**src/verilog/rprs_pkg.sv**
```systemverilog
// constants, states and lookup table of the supply and reset sequencer
// assumes a single 250 MHz system clock that paces every timer
package rprs_pkg;
    // ***********************************************
    // clock and time bases
    // ***********************************************
    localparam logic [35:0] CLK_HZ = 36'd250000000;
    localparam logic [35:0] DEBOUNCE_MS = 36'd250;
    localparam logic [35:0] HOLD_MS = 36'd250;
    localparam logic [35:0] RECOVERY_MS = 36'd250;
    localparam logic [35:0] FIRST_CONV_S = 36'd2;
    localparam logic [35:0] CONV_PERIOD_S = 36'd64;
    localparam logic [35:0] MS_DIV = 36'd1000;
    localparam logic [35:0] DEBOUNCE_CYC = DEBOUNCE_MS * CLK_HZ / MS_DIV;
    localparam logic [35:0] HOLD_CYC = HOLD_MS * CLK_HZ / MS_DIV;
    localparam logic [35:0] RECOVERY_CYC = RECOVERY_MS * CLK_HZ / MS_DIV;
    localparam logic [35:0] FIRST_CONV_CYC = FIRST_CONV_S * CLK_HZ;
    localparam logic [35:0] CONV_PERIOD_CYC = CONV_PERIOD_S * CLK_HZ;
    localparam logic [35:0] CNT_ZERO = 36'h000000000;
    localparam logic [35:0] CNT_ONE = 36'h000000001;

    // ***********************************************
    // calendar start values, bcd
    // ***********************************************
    localparam logic [7:0] INIT_SECONDS = 8'h00;
    localparam logic [7:0] INIT_MINUTES = 8'h00;
    localparam logic [7:0] INIT_HOURS = 8'h00;
    localparam logic [7:0] INIT_WEEKDAY = 8'h01;
    localparam logic [7:0] INIT_DATE = 8'h01;
    localparam logic [7:0] INIT_MONTH = 8'h01;
    localparam logic [7:0] INIT_YEAR = 8'h00;

    // ***********************************************
    // load setting lookup, indexed by temperature msbs
    // ***********************************************
    localparam int TEMP_W = 10;
    localparam int LUT_IDX_HI = 9;
    localparam int LUT_IDX_LO = 6;
    localparam logic [7:0] LUT [16] = '{
        8'h20, 8'h38, 8'h4C, 8'h5C, 8'h68, 8'h72, 8'h78, 8'h7C,
        8'h7C, 8'h78, 8'h72, 8'h68, 8'h5C, 8'h4C, 8'h38, 8'h20
    };
    localparam logic signed [9:0] CAP_MIN = 10'sh000;
    localparam logic signed [9:0] CAP_MAX = 10'sh0FF;
    localparam logic [7:0] CAP_RESET = 8'h00;
    // synchronisers start with supplies absent and the reset wire released
    localparam logic [4:0] SYNC_RESET = 5'h08;

    typedef enum logic [2:0] {
        RPRS_POWER_FAIL,
        RPRS_RECOVER,
        RPRS_IDLE,
        RPRS_DEBOUNCE,
        RPRS_WAIT_RELEASE,
        RPRS_HOLD
    } rprs_state_t;
endpackage

```
**src/verilog/rprs_top.sv**
```systemverilog
// supply selection, reset pin sequencing, oscillator gating and conversion scheduling
// assumes comparator and pin inputs may be asynchronous; the conversion engine reports on TEMP_DONE
`timescale 1ns/1ns

module rprs_top
    import rprs_pkg::*;
#(
    parameter logic [35:0] DEBOUNCE_CNT = DEBOUNCE_CYC,
    parameter logic [35:0] HOLD_CNT = HOLD_CYC,
    parameter logic [35:0] RECOVERY_CNT = RECOVERY_CYC,
    parameter logic [35:0] FIRST_CONV_CNT = FIRST_CONV_CYC,
    parameter logic [35:0] CONV_PERIOD_CNT = CONV_PERIOD_CYC
) (
    input wire logic CLK_SYS,
    input wire logic RST,
    input wire logic VCC_ABOVE_PF,
    input wire logic VCC_ABOVE_BAT,
    input wire logic BAT_PRESENT,
    input wire logic RSTN_PIN_IN,
    output logic RSTN_PIN_OUT,
    output logic RSTN_PIN_OE,
    input wire logic OSC_DISABLE,
    input wire logic I2C_ADDR_VALID,
    input wire logic OSC_CLK_IN,
    input wire logic CLKOUT_EN,
    output logic OSC_CLK_OUT,
    output logic OSC_CLK_OE,
    output logic OSC_RUN,
    output logic SUPPLY_BAT,
    output logic CONV_START,
    input wire logic TEMP_DONE,
    input wire logic TEMP_USER,
    input wire logic [TEMP_W-1:0] TEMP_VALUE,
    input wire logic signed [7:0] AGING_OFFSET,
    output logic [7:0] CAP_SEL,
    output logic CAL_LOAD,
    output logic [7:0] CAL_SECONDS,
    output logic [7:0] CAL_MINUTES,
    output logic [7:0] CAL_HOURS,
    output logic [7:0] CAL_WEEKDAY,
    output logic [7:0] CAL_DATE,
    output logic [7:0] CAL_MONTH,
    output logic [7:0] CAL_YEAR
);
    // ***********************************************
    // input synchronisers
    // ***********************************************
    logic [4:0] sync_a;
    logic [4:0] sync_b;
    logic vcc_ok;
    logic vcc_gt_bat;
    logic bat_ok;
    logic pin_level;
    logic osc_level;

    always_ff @(posedge CLK_SYS or posedge RST) begin
        if (RST) begin
            sync_a <= SYNC_RESET;
            sync_b <= SYNC_RESET;
        end else begin
            sync_a <= {OSC_CLK_IN, RSTN_PIN_IN, BAT_PRESENT, VCC_ABOVE_BAT, VCC_ABOVE_PF};
            sync_b <= sync_a;
        end
    end

    assign vcc_ok = sync_b[0];
    assign vcc_gt_bat = sync_b[1];
    assign bat_ok = sync_b[2];
    assign pin_level = sync_b[3];
    assign osc_level = sync_b[4];

    logic vcc_prev;
    logic bat_prev;
    logic pin_prev;
    logic vcc_rise;
    logic pin_fall;

    always_ff @(posedge CLK_SYS or posedge RST) begin
        if (RST) begin
            vcc_prev <= 1'b0;
            bat_prev <= 1'b0;
            pin_prev <= 1'b1;
        end else begin
            vcc_prev <= vcc_ok;
            bat_prev <= bat_ok;
            pin_prev <= pin_level;
        end
    end

    assign vcc_rise = vcc_ok & ~vcc_prev;
    assign pin_fall = pin_prev & ~pin_level;

    // ***********************************************
    // supply selection and oscillator gating
    // ***********************************************
    logic osc_started;
    always_ff @(posedge CLK_SYS or posedge RST) begin
        if (RST) begin
            SUPPLY_BAT <= 1'b0;
        end else begin
            SUPPLY_BAT <= ~vcc_ok & ~vcc_gt_bat;
        end
    end

    always_ff @(posedge CLK_SYS or posedge RST) begin
        if (RST) begin
            osc_started <= 1'b0;
        end else if (~vcc_ok & ~bat_ok) begin
            osc_started <= 1'b0;
        end else if (bat_ok & ~bat_prev & ~osc_started & ~vcc_ok) begin
            osc_started <= 1'b0;
        end else if (vcc_ok | I2C_ADDR_VALID) begin
            osc_started <= 1'b1;
        end
    end

    // independent of the reset pin state
    always_ff @(posedge CLK_SYS or posedge RST) begin
        if (RST) begin
            OSC_RUN <= 1'b0;
        end else begin
            OSC_RUN <= osc_started & ~OSC_DISABLE;
        end
    end

    always_ff @(posedge CLK_SYS or posedge RST) begin
        if (RST) begin
            OSC_CLK_OE <= 1'b0;
        end else begin
            OSC_CLK_OE <= OSC_RUN & CLKOUT_EN & ~osc_level;
        end
    end

    assign OSC_CLK_OUT = 1'b0;

    // ***********************************************
    // reset pin sequencer
    // ***********************************************
    rprs_state_t state;
    logic [35:0] rst_cnt;

    always_ff @(posedge CLK_SYS or posedge RST) begin
        if (RST) begin
            state <= RPRS_POWER_FAIL;
            rst_cnt <= CNT_ZERO;
        end else if (~vcc_ok) begin
            state <= RPRS_POWER_FAIL;
            rst_cnt <= CNT_ZERO;
        end else begin
            rst_cnt <= rst_cnt + CNT_ONE;
            unique case (state)
                RPRS_POWER_FAIL: begin
                    rst_cnt <= CNT_ZERO;
                    if (OSC_RUN) begin
                        state <= RPRS_RECOVER;
                    end else begin
                        state <= RPRS_IDLE;
                    end
                end
                RPRS_RECOVER: begin
                    if (OSC_DISABLE) begin
                        state <= RPRS_IDLE;
                    end else if (rst_cnt >= RECOVERY_CNT - CNT_ONE) begin
                        state <= RPRS_IDLE;
                    end
                end
                RPRS_IDLE: begin
                    rst_cnt <= CNT_ZERO;
                    if (pin_fall) begin
                        state <= RPRS_DEBOUNCE;
                    end
                end
                RPRS_DEBOUNCE: begin
                    if (rst_cnt >= DEBOUNCE_CNT - CNT_ONE) begin
                        state <= RPRS_WAIT_RELEASE;
                    end
                end
                RPRS_WAIT_RELEASE: begin
                    rst_cnt <= CNT_ZERO;
                    if (pin_level) begin
                        state <= RPRS_HOLD;
                    end
                end
                RPRS_HOLD: begin
                    if (rst_cnt >= HOLD_CNT - CNT_ONE) begin
                        state <= RPRS_IDLE;
                    end
                end
            endcase
        end
    end

    // open drain: drive low only, pull-up does the release
    assign RSTN_PIN_OUT = 1'b0;
    assign RSTN_PIN_OE = (state != RPRS_IDLE) && (state != RPRS_WAIT_RELEASE);

    // ***********************************************
    // conversion scheduling
    // ***********************************************
    logic [35:0] conv_cnt;
    always_ff @(posedge CLK_SYS or posedge RST) begin
        if (RST) begin
            conv_cnt <= CNT_ZERO;
            CONV_START <= 1'b0;
        end else begin
            CONV_START <= 1'b0;
            if (vcc_rise | I2C_ADDR_VALID) begin
                conv_cnt <= CONV_PERIOD_CNT - FIRST_CONV_CNT;
            end else if (OSC_RUN) begin
                if (conv_cnt >= CONV_PERIOD_CNT - CNT_ONE) begin
                    conv_cnt <= CNT_ZERO;
                    CONV_START <= 1'b1;
                end else begin
                    conv_cnt <= conv_cnt + CNT_ONE;
                end
            end
        end
    end

    // ***********************************************
    // load setting update
    // ***********************************************
    logic [TEMP_W-1:0] last_temp;
    logic signed [9:0] cap_sum;
    logic [7:0] cap_next;

    always_comb begin
        cap_sum = $signed({2'b00, LUT[TEMP_VALUE[LUT_IDX_HI:LUT_IDX_LO]]}) + 10'(AGING_OFFSET);
        if (cap_sum < CAP_MIN) begin
            cap_next = CAP_MIN[7:0];
        end else if (cap_sum > CAP_MAX) begin
            cap_next = CAP_MAX[7:0];
        end else begin
            cap_next = cap_sum[7:0];
        end
    end

    always_ff @(posedge CLK_SYS or posedge RST) begin
        if (RST) begin
            CAP_SEL <= CAP_RESET;
            last_temp <= '0;
        end else if (TEMP_DONE) begin
            last_temp <= TEMP_VALUE;
            if (TEMP_USER || TEMP_VALUE != last_temp) begin
                CAP_SEL <= cap_next;
            end
        end
    end

    // ***********************************************
    // calendar initialisation
    // ***********************************************
    logic cal_inited;
    always_ff @(posedge CLK_SYS or posedge RST) begin
        if (RST) begin
            cal_inited <= 1'b0;
            CAL_LOAD <= 1'b0;
            CAL_SECONDS <= INIT_SECONDS;
            CAL_MINUTES <= INIT_MINUTES;
            CAL_HOURS <= INIT_HOURS;
            CAL_WEEKDAY <= INIT_WEEKDAY;
            CAL_DATE <= INIT_DATE;
            CAL_MONTH <= INIT_MONTH;
            CAL_YEAR <= INIT_YEAR;
        end else begin
            CAL_LOAD <= 1'b0;
            if (~cal_inited && (vcc_rise || (I2C_ADDR_VALID && SUPPLY_BAT))) begin
                cal_inited <= 1'b1;
                CAL_LOAD <= 1'b1;
                CAL_SECONDS <= INIT_SECONDS;
                CAL_MINUTES <= INIT_MINUTES;
                CAL_HOURS <= INIT_HOURS;
                CAL_WEEKDAY <= INIT_WEEKDAY;
                CAL_DATE <= INIT_DATE;
                CAL_MONTH <= INIT_MONTH;
                CAL_YEAR <= INIT_YEAR;
            end
        end
    end
endmodule // rprs_top

```
**config.mk**
```make
export PLATFORM = sky130hd
export DESIGN_NAME = rprs_top
export DESIGN_NICKNAME = d
export VERILOG_FILES = /design/src/verilog/rprs_pkg.sv /design/src/verilog/rprs_top.sv
export SDC_FILE = /design/constraint.sdc
export NUM_CORES = 1
export LEC_CHECK = 0
export ABC_AREA = 1
export BUFFER_PORTS_ARGS = -buffer_cell sky130_fd_sc_hd__buf_2
export CELL_PAD_IN_SITES_DETAIL_PLACEMENT = 1
export CELL_PAD_IN_SITES_GLOBAL_PLACEMENT = 2
export CORE_ASPECT_RATIO = 0.6
export CORE_MARGIN = 2
export CORE_UTILIZATION = 36
export DETAILED_ROUTE_END_ITERATION = 16
export GPL_TIMING_DRIVEN = 0
export PLACE_DENSITY_LB_ADDON = 0.15
export SETUP_SLACK_MARGIN = 0.05
export SLEW_MARGIN = 20
export SYNTH_ARGS = -nofsm -noshare
export SYNTH_HDL_FRONTEND = slang
export SYNTH_SLANG_ARGS = --single-unit
export TNS_END_PERCENT = 50
```
**constraint.sdc**
```tcl
create_clock -name CLK_SYS -period 7.3 [get_ports CLK_SYS]
set_input_delay 0 -clock CLK_SYS [delete_from_list [all_inputs] [get_ports CLK_SYS]]
set_output_delay 0 -clock CLK_SYS [all_outputs]
set_load 0.03 [all_outputs]
```
# Yosys cells after proc, flatten, opt, wreduce, memory -nomap -nowiden
# Memories as Yosys holds them, arrays and structs flattened.
# Index checks and enable logic that the tools add are counted.
[totals] register_bits=113 latchBits=0 ramBits=0 romBits=128 inputBits=30 out_inout_bits=72 n_memories=1
[memory_table] memory="(name not given)" words=16 width=8 rd=1 rd_clocked_by_memory_dff=0 write_ports=0 line_no="rprs_top.sv:228" text="cap_sum = $signed({2'b00, LUT[TEMP_VALUE[LUT_IDX_HI:LUT_IDX_LO]]}) + 10'(AGING_OFFSET);"
[op_classes] add_sub_neg=3 mul=0 div=0 n_lt_le_gt_ge=5 eq_ne=11 n_shift=0 muxes=24 bitwise_logic=23 n_reduce_logical=11
[op_table] operator="two-way mux 36 bit" n=5
[op_table] operator="adder 36 x 1 -> 36 bit (second input constant)" n=2
[op_table] operator="greater-or-equal comparator 36 x 26 -> 1 bit (second input constant)" n=1
[op_table] operator="greater-or-equal comparator 36 x 34 -> 1 bit (second input constant)" n=1
[op_table] operator="two-way mux 8 bit" n=4
[op_table] operator="two-way mux 3 bit" n=6
[op_table] operator="case mux 3 bit (6 select lines)" n=1
[op_table] operator="!= test 3 bit (second input constant)" n=4
[op_table] operator="adder 9 x 8 -> 10 bit" n=1
[op_table] operator="bitwise AND 1 bit" n=10
[op_table] operator="> comparator 10 x 9 -> 1 bit (second input constant)" n=1
[op_table] operator="< comparator 10 x 1 -> 1 bit (second input constant)" n=1
[op_table] operator="!= test 10 bit" n=1
[op_table] operator="inverter 1 bit" n=10
[op_table] operator="two-way mux 1 bit" n=7
[op_table] operator="equality test 3 x 2 -> 1 bit (second input constant)" n=2
[op_table] operator="equality test 3 bit (second input constant)" n=2
[op_table] operator="greater-or-equal comparator 5 bit (second input constant)" n=1
[op_table] operator="inverter 4 -> 5 bit" n=1
[op_table] operator="equality test 3 x 1 -> 1 bit (second input constant)" n=1
[op_table] operator="logical AND 1 bit" n=3
[op_table] operator="logical NOT 3 bit" n=1
[op_table] operator="!= test 3 x 2 -> 1 bit (second input constant)" n=1
[op_table] operator="AND reduction 3 bit" n=1
[op_table] operator="7 further kinds" n=9

# Depth between registers and ports, before layout
[depth] word_depth=8 depth_mapped=17 ltp_nobuf=17

# Worst setup path before layout
# No wires, ideal clock.
[synth_path] path_kind="input to register" start="input port TEMP_VALUE[8]" end="register CAP_SEL[6]" setup_time_ns=0.117 arrival_ns=1.731 required_ns=7.183 path_slack_ns=5.452 stages=16 n_path_buf=1 path_cell_list="clkbuf_2 > nor2_1 > o21ai_0 > a21oi_1 > ha_1 > fa_1 > nand3_1 > nand2_1 > a21oi_1 > nor2_1 > nor2_1 > inv_1 > nor2_1 > nor2_2 > nand3_1 > nand2_1"
[synth_between] elab_chain_cells=8 word_cells_on_any_way=12 cone_classes="add/sub: 1; order compare: 2; eq/ne: 1; mux: 4; bitwise: 1; reduce/logical: 2; memory: 1"
[synth_lines] element="start: declaration" line_no="rprs_top.sv:33" text="input wire logic [TEMP_W-1:0] TEMP_VALUE,"
[synth_lines] element="inverter 4 -> 5 bit (not written as such)" line_no="rprs_top.sv:228"
[synth_lines] element="memory (16 x 8 bit)"
[synth_lines] element="two-way mux 8 bit (not written as such) (2 in a row)" line_no="rprs_top.sv:228"
[synth_lines] element="adder 9 x 8 -> 10 bit" line_no="rprs_top.sv:228"
[synth_lines] element="> comparator 10 x 9 -> 1 bit" line_no="rprs_top.sv:231" text="end else if (cap_sum > CAP_MAX) begin"
[synth_lines] element="two-way mux 8 bit" line_no="rprs_top.sv:231"
[synth_lines] element="two-way mux 8 bit" line_no="rprs_top.sv:229" text="if (cap_sum < CAP_MIN) begin"
[synth_lines] element="end signal: assignment" line_no="rprs_top.sv:245" text="CAP_SEL <= cap_next;"
[synth_lines] element="end: declaration" line_no="rprs_top.sv:35" text="output logic [7:0] CAP_SEL,"
# Parallel ways exist; a longest one is shown, timed or not. The select of a mux whose other input is x is not followed.
# A chain may end at the register's enable or synchronous reset.

# Worst setup path after layout
[layout_path] start="input port TEMP_VALUE[7]" end="register CAP_SEL[6]"
# Same word-level chain as after synthesis.

==> key figures <==
Status
  • Status: finished, final reports clean

Yosys
  • Unique masters post-synth: 49
  • Synth Area per Inst: 7.67 sq um
  • Mapped cell area: 7000 sq um
  • Sequential element share of the synthesized area: 40.5%
  • YS warnings: 0
  • Synth cell count leaders: nand2_1 (174), dfrtp_1 (110), nor2_1 (107)
  • Post-synth top area cell: dfrtp_1
  • FF+latch count, synth: 113
  • Async SR Flop Fraction: 100%
  • Synth Flop Type: dfrtp_1
  • Synth top area share: 39.3%
  • Post-Synthesis Cells: 912
  • Main area contributors after synthesis: dfrtp_1 (39%), nand2_1 (9.3%), buf_4 (6.3%), nor2_1 (5.7%), inv_1 (5.6%)
  • Post-synth EDFFs: 0
  • Most numerous cell in the Yosys netlist: nand2_1

STA
  • Minimum clock period: 2.42 ns
  • RSZ-0062 raised after global routing: no
  • Tcrit/Tclk final: 33.1%
  • Worst slew pin tran: 0.662 ns
  • Max-slew violations: 0
  • Final hold violations: 0
  • Clock skew: 0.0142 ns
  • Setup violations, final: 0
  • WHS: 0.0415 ns
  • Max transition margin: 55.7%
  • Setup TNS: 0 ns
  • Fmax: 413 MHz

Clock tree
  • Worst skew pair latency: 0.43 ns
  • # resized after CTS: 0
  • Root Buffer: clkbuf_16
  • # hold bufs at CTS: 21
  • Inserted Clock Buffers: 17
  • Post-CTS setup repair buffer count: 0
  • Clk sinks: 113
  • Clk buf depth: 2
  • Htree depth: 4
  • Clk slew on worst S/H paths: 0.06 ns
  • CTS tree: yes

Placed design
  • Port Buf Inserts: 42
  • RePlAce Congestion: 0.860
  • Placed Cells: 1257
  • DP HPWL: 16000 um

Setup path
  • Worst Path Required: 7.67 ns
  • Element type at the critical path end: flip-flop
  • CP Launch Type: primary input
  • CP Data Arrival Time: 2.79 ns
  • Slowest-stage cell, CP: dlygate4sd3_1
  • Slowest cell delay on critical path: 0.53 ns
  • Crit. Startpoint: TEMP_VALUE[7]
  • CP Buf/Inv Count: 4
  • Critical path's top delay family: simple AND/OR/NAND/NOR gates
  • CP Cell Sequence: dlygate4sd3_1 -> buf_2 -> inv_2 -> nor2_1 -> nor2_1 -> o21ai_0 -> a21oi_1 -> ha_1 -> fa_1 -> nand3_1 -> nand2_1 -> a21oi_1 -> nor2_1 -> nor2_1 -> inv_1 -> nor2_1 -> nor2_2 -> nand3_1 -> nand2_1
  • Maximum fanout along the worst path: 7
  • FF-to-FF Start: conv_cnt[1]
  • Setup CP Type: in2reg
  • CP dominant cell by count: nor2_1

Pwr
  • Post-layout total power: 1.93 mW
  • Lkg Pwr: 3.97 nW
  • Maximum vdd drop: 0.000143 V
  • PD cells: 224 nW/um^2

Cells and area
  • Layout cell share with drive strength beyond 1: 18.3%
  • Fin cells: 1309
  • # nets final: 1091
  • Layout overhead on the synthesized area: 22.8%
  • Antenna fix cells: 0

Drt
  • WL/cell: 15.9 um
  • Total number of vias: 6266
  • DRC viols: 0
  • Drt pass-1 iters: 5
  • Drt total wl: 20800 um
  • 1st-iter DRT viols: 480
  • Final ANT Viol Nets: 0
  • Vias per inst: 4.79

Global routing
  • Largest net degree at the start of global routing: 62
  • Initial antenna violation count: 0
  • Vias in the first global route: 6317
  • Total track usage: 21.7%
  • Overflow after GRT: 0
  • First-pass GRT wire length: 34400 um

Hold path
  • Worst hold start: TEMP_VALUE[9]
  • Hold Crit Class: in2reg

Floorplan
  • Top-Level Pins: 102
  • Die W: 184 um
  • Cell Rows: 39
  • Core ar.: 19000 sq um
  • Starting Density: 36.8%
  • Overall die area: 20600 sq um
  • Die height: 112 um

Job
  • Max cap viols: 0
## report_power, final
part / internal, mW / switching [mW] / leakage (nW)
logic: 0.110 / 0.230 / 2.26
clock network: 0.580 / 0.316 / 0.300
registers: 0.660 / 0.0289 / 1.41
## through the flow
step                worst slack (ns)  util (%)  instance area (sq um)
global route                    4.60      45.2                   8590
global placement                2.61      40.6                   7720
CTS                             4.91      45.2                   8590
finish                          4.88      45.2                   8590
detailed placement              4.88      40.8                   7760
floorplan                       4.32         -                   7210
## worst paths after layout
check	to	slack, ns	cells past startpoint
max in group asynchronous	sync_a[3]	6.40	4
worst min-delay path	last_temp[9]	0.04	3
min in group asynchronous	sync_b[2]	0.19	3
worst max register to register	conv_cnt[32]	4.96	10
worst max-delay path	CAP_SEL[6]	4.88	19
worst min register to register	sync_b[2]	0.35	0
## metal layers
layer | vias up | routed length, um | GRT usage, % | part of all wire, %
met5 | - | 0 | 0 | 0
met1 | 2964 | 12300 | 36.4 | 59
met2 | 158 | 7360 | 27.1 | 35
met4 | 0 | 144 | 5.44 | 0.69
li1 | 3130 | - | - | -
met3 | 14 | 1010 | 4.19 | 4.8
## sequential cells by signal, summed over array words and instances, names as in the netlist
name,cells
state,3
sync_a,5
cal_inited,1
sync_b,5
OSC_CLK_OE,1
vcc_prev,1
CONV_START,1
CAL_LOAD,1
bat_prev,1
SUPPLY_BAT,1
pin_prev,1
rst_cnt,36
CAP_SEL,8
OSC_RUN,1
last_temp,10
osc_started,1
conv_cnt,36
## placed cells by master, fill, tap and decap left out, types with 10 or more instances in the layout
master / synthesis / layout
o21ai_2: 10 / 10
nand2_1: 174 / 174
nor2_1: 107 / 107
xnor2_1: 14 / 14
dlygate4sd3_1: 0 / 21
nor3_1: 37 / 37
clkbuf_16: 0 / 17
o21ai_0: 46 / 46
xor2_1: 28 / 28
buf_2: 1 / 43
buf_4: 59 / 59
nand4_1: 20 / 20
nand3_1: 35 / 35
dfrtp_1: 110 / 110
a21oi_1: 64 / 64
conb_1: 2 / 58
inv_1: 104 / 103
## area by class of cell
type / instances / area [sq um]
well taps: 246 / 308
fillers: 2359 / 10400
clock inverters: 12 / 184
flip-flops and latches: 113 / 2830
repair buffers: 64 / 448
plain buffers: 73 / 515
clock buffers: 19 / 443
multi-input cells: 673 / 3450
inverters: 109 / 417
## cell families after synthesis
group,count (synthesis),synth area share [%]
simple gates,417,27.4
buf+inv,182,13.3
compound gates,144,11.4
flops,113,40.5
xor+xnor,42,5.26
fa+ha+maj,10,1.90
other cells,2,0.107
mux,2,0.304
## worst register-to-register path, stage by stage (launching register included)
cell and delay, ns:
dfrtp_1 0.41, ha_1 0.21, nand2_1 0.11, nor2_1 0.42
nand2_1 0.21, nor2_1 0.34, nand2_1 0.16, xor2_1 0.16
inv_1 0.05, nand2_1 0.05, a21oi_1 0.13
No activity file was read; power rests on OpenSTA's default activity.
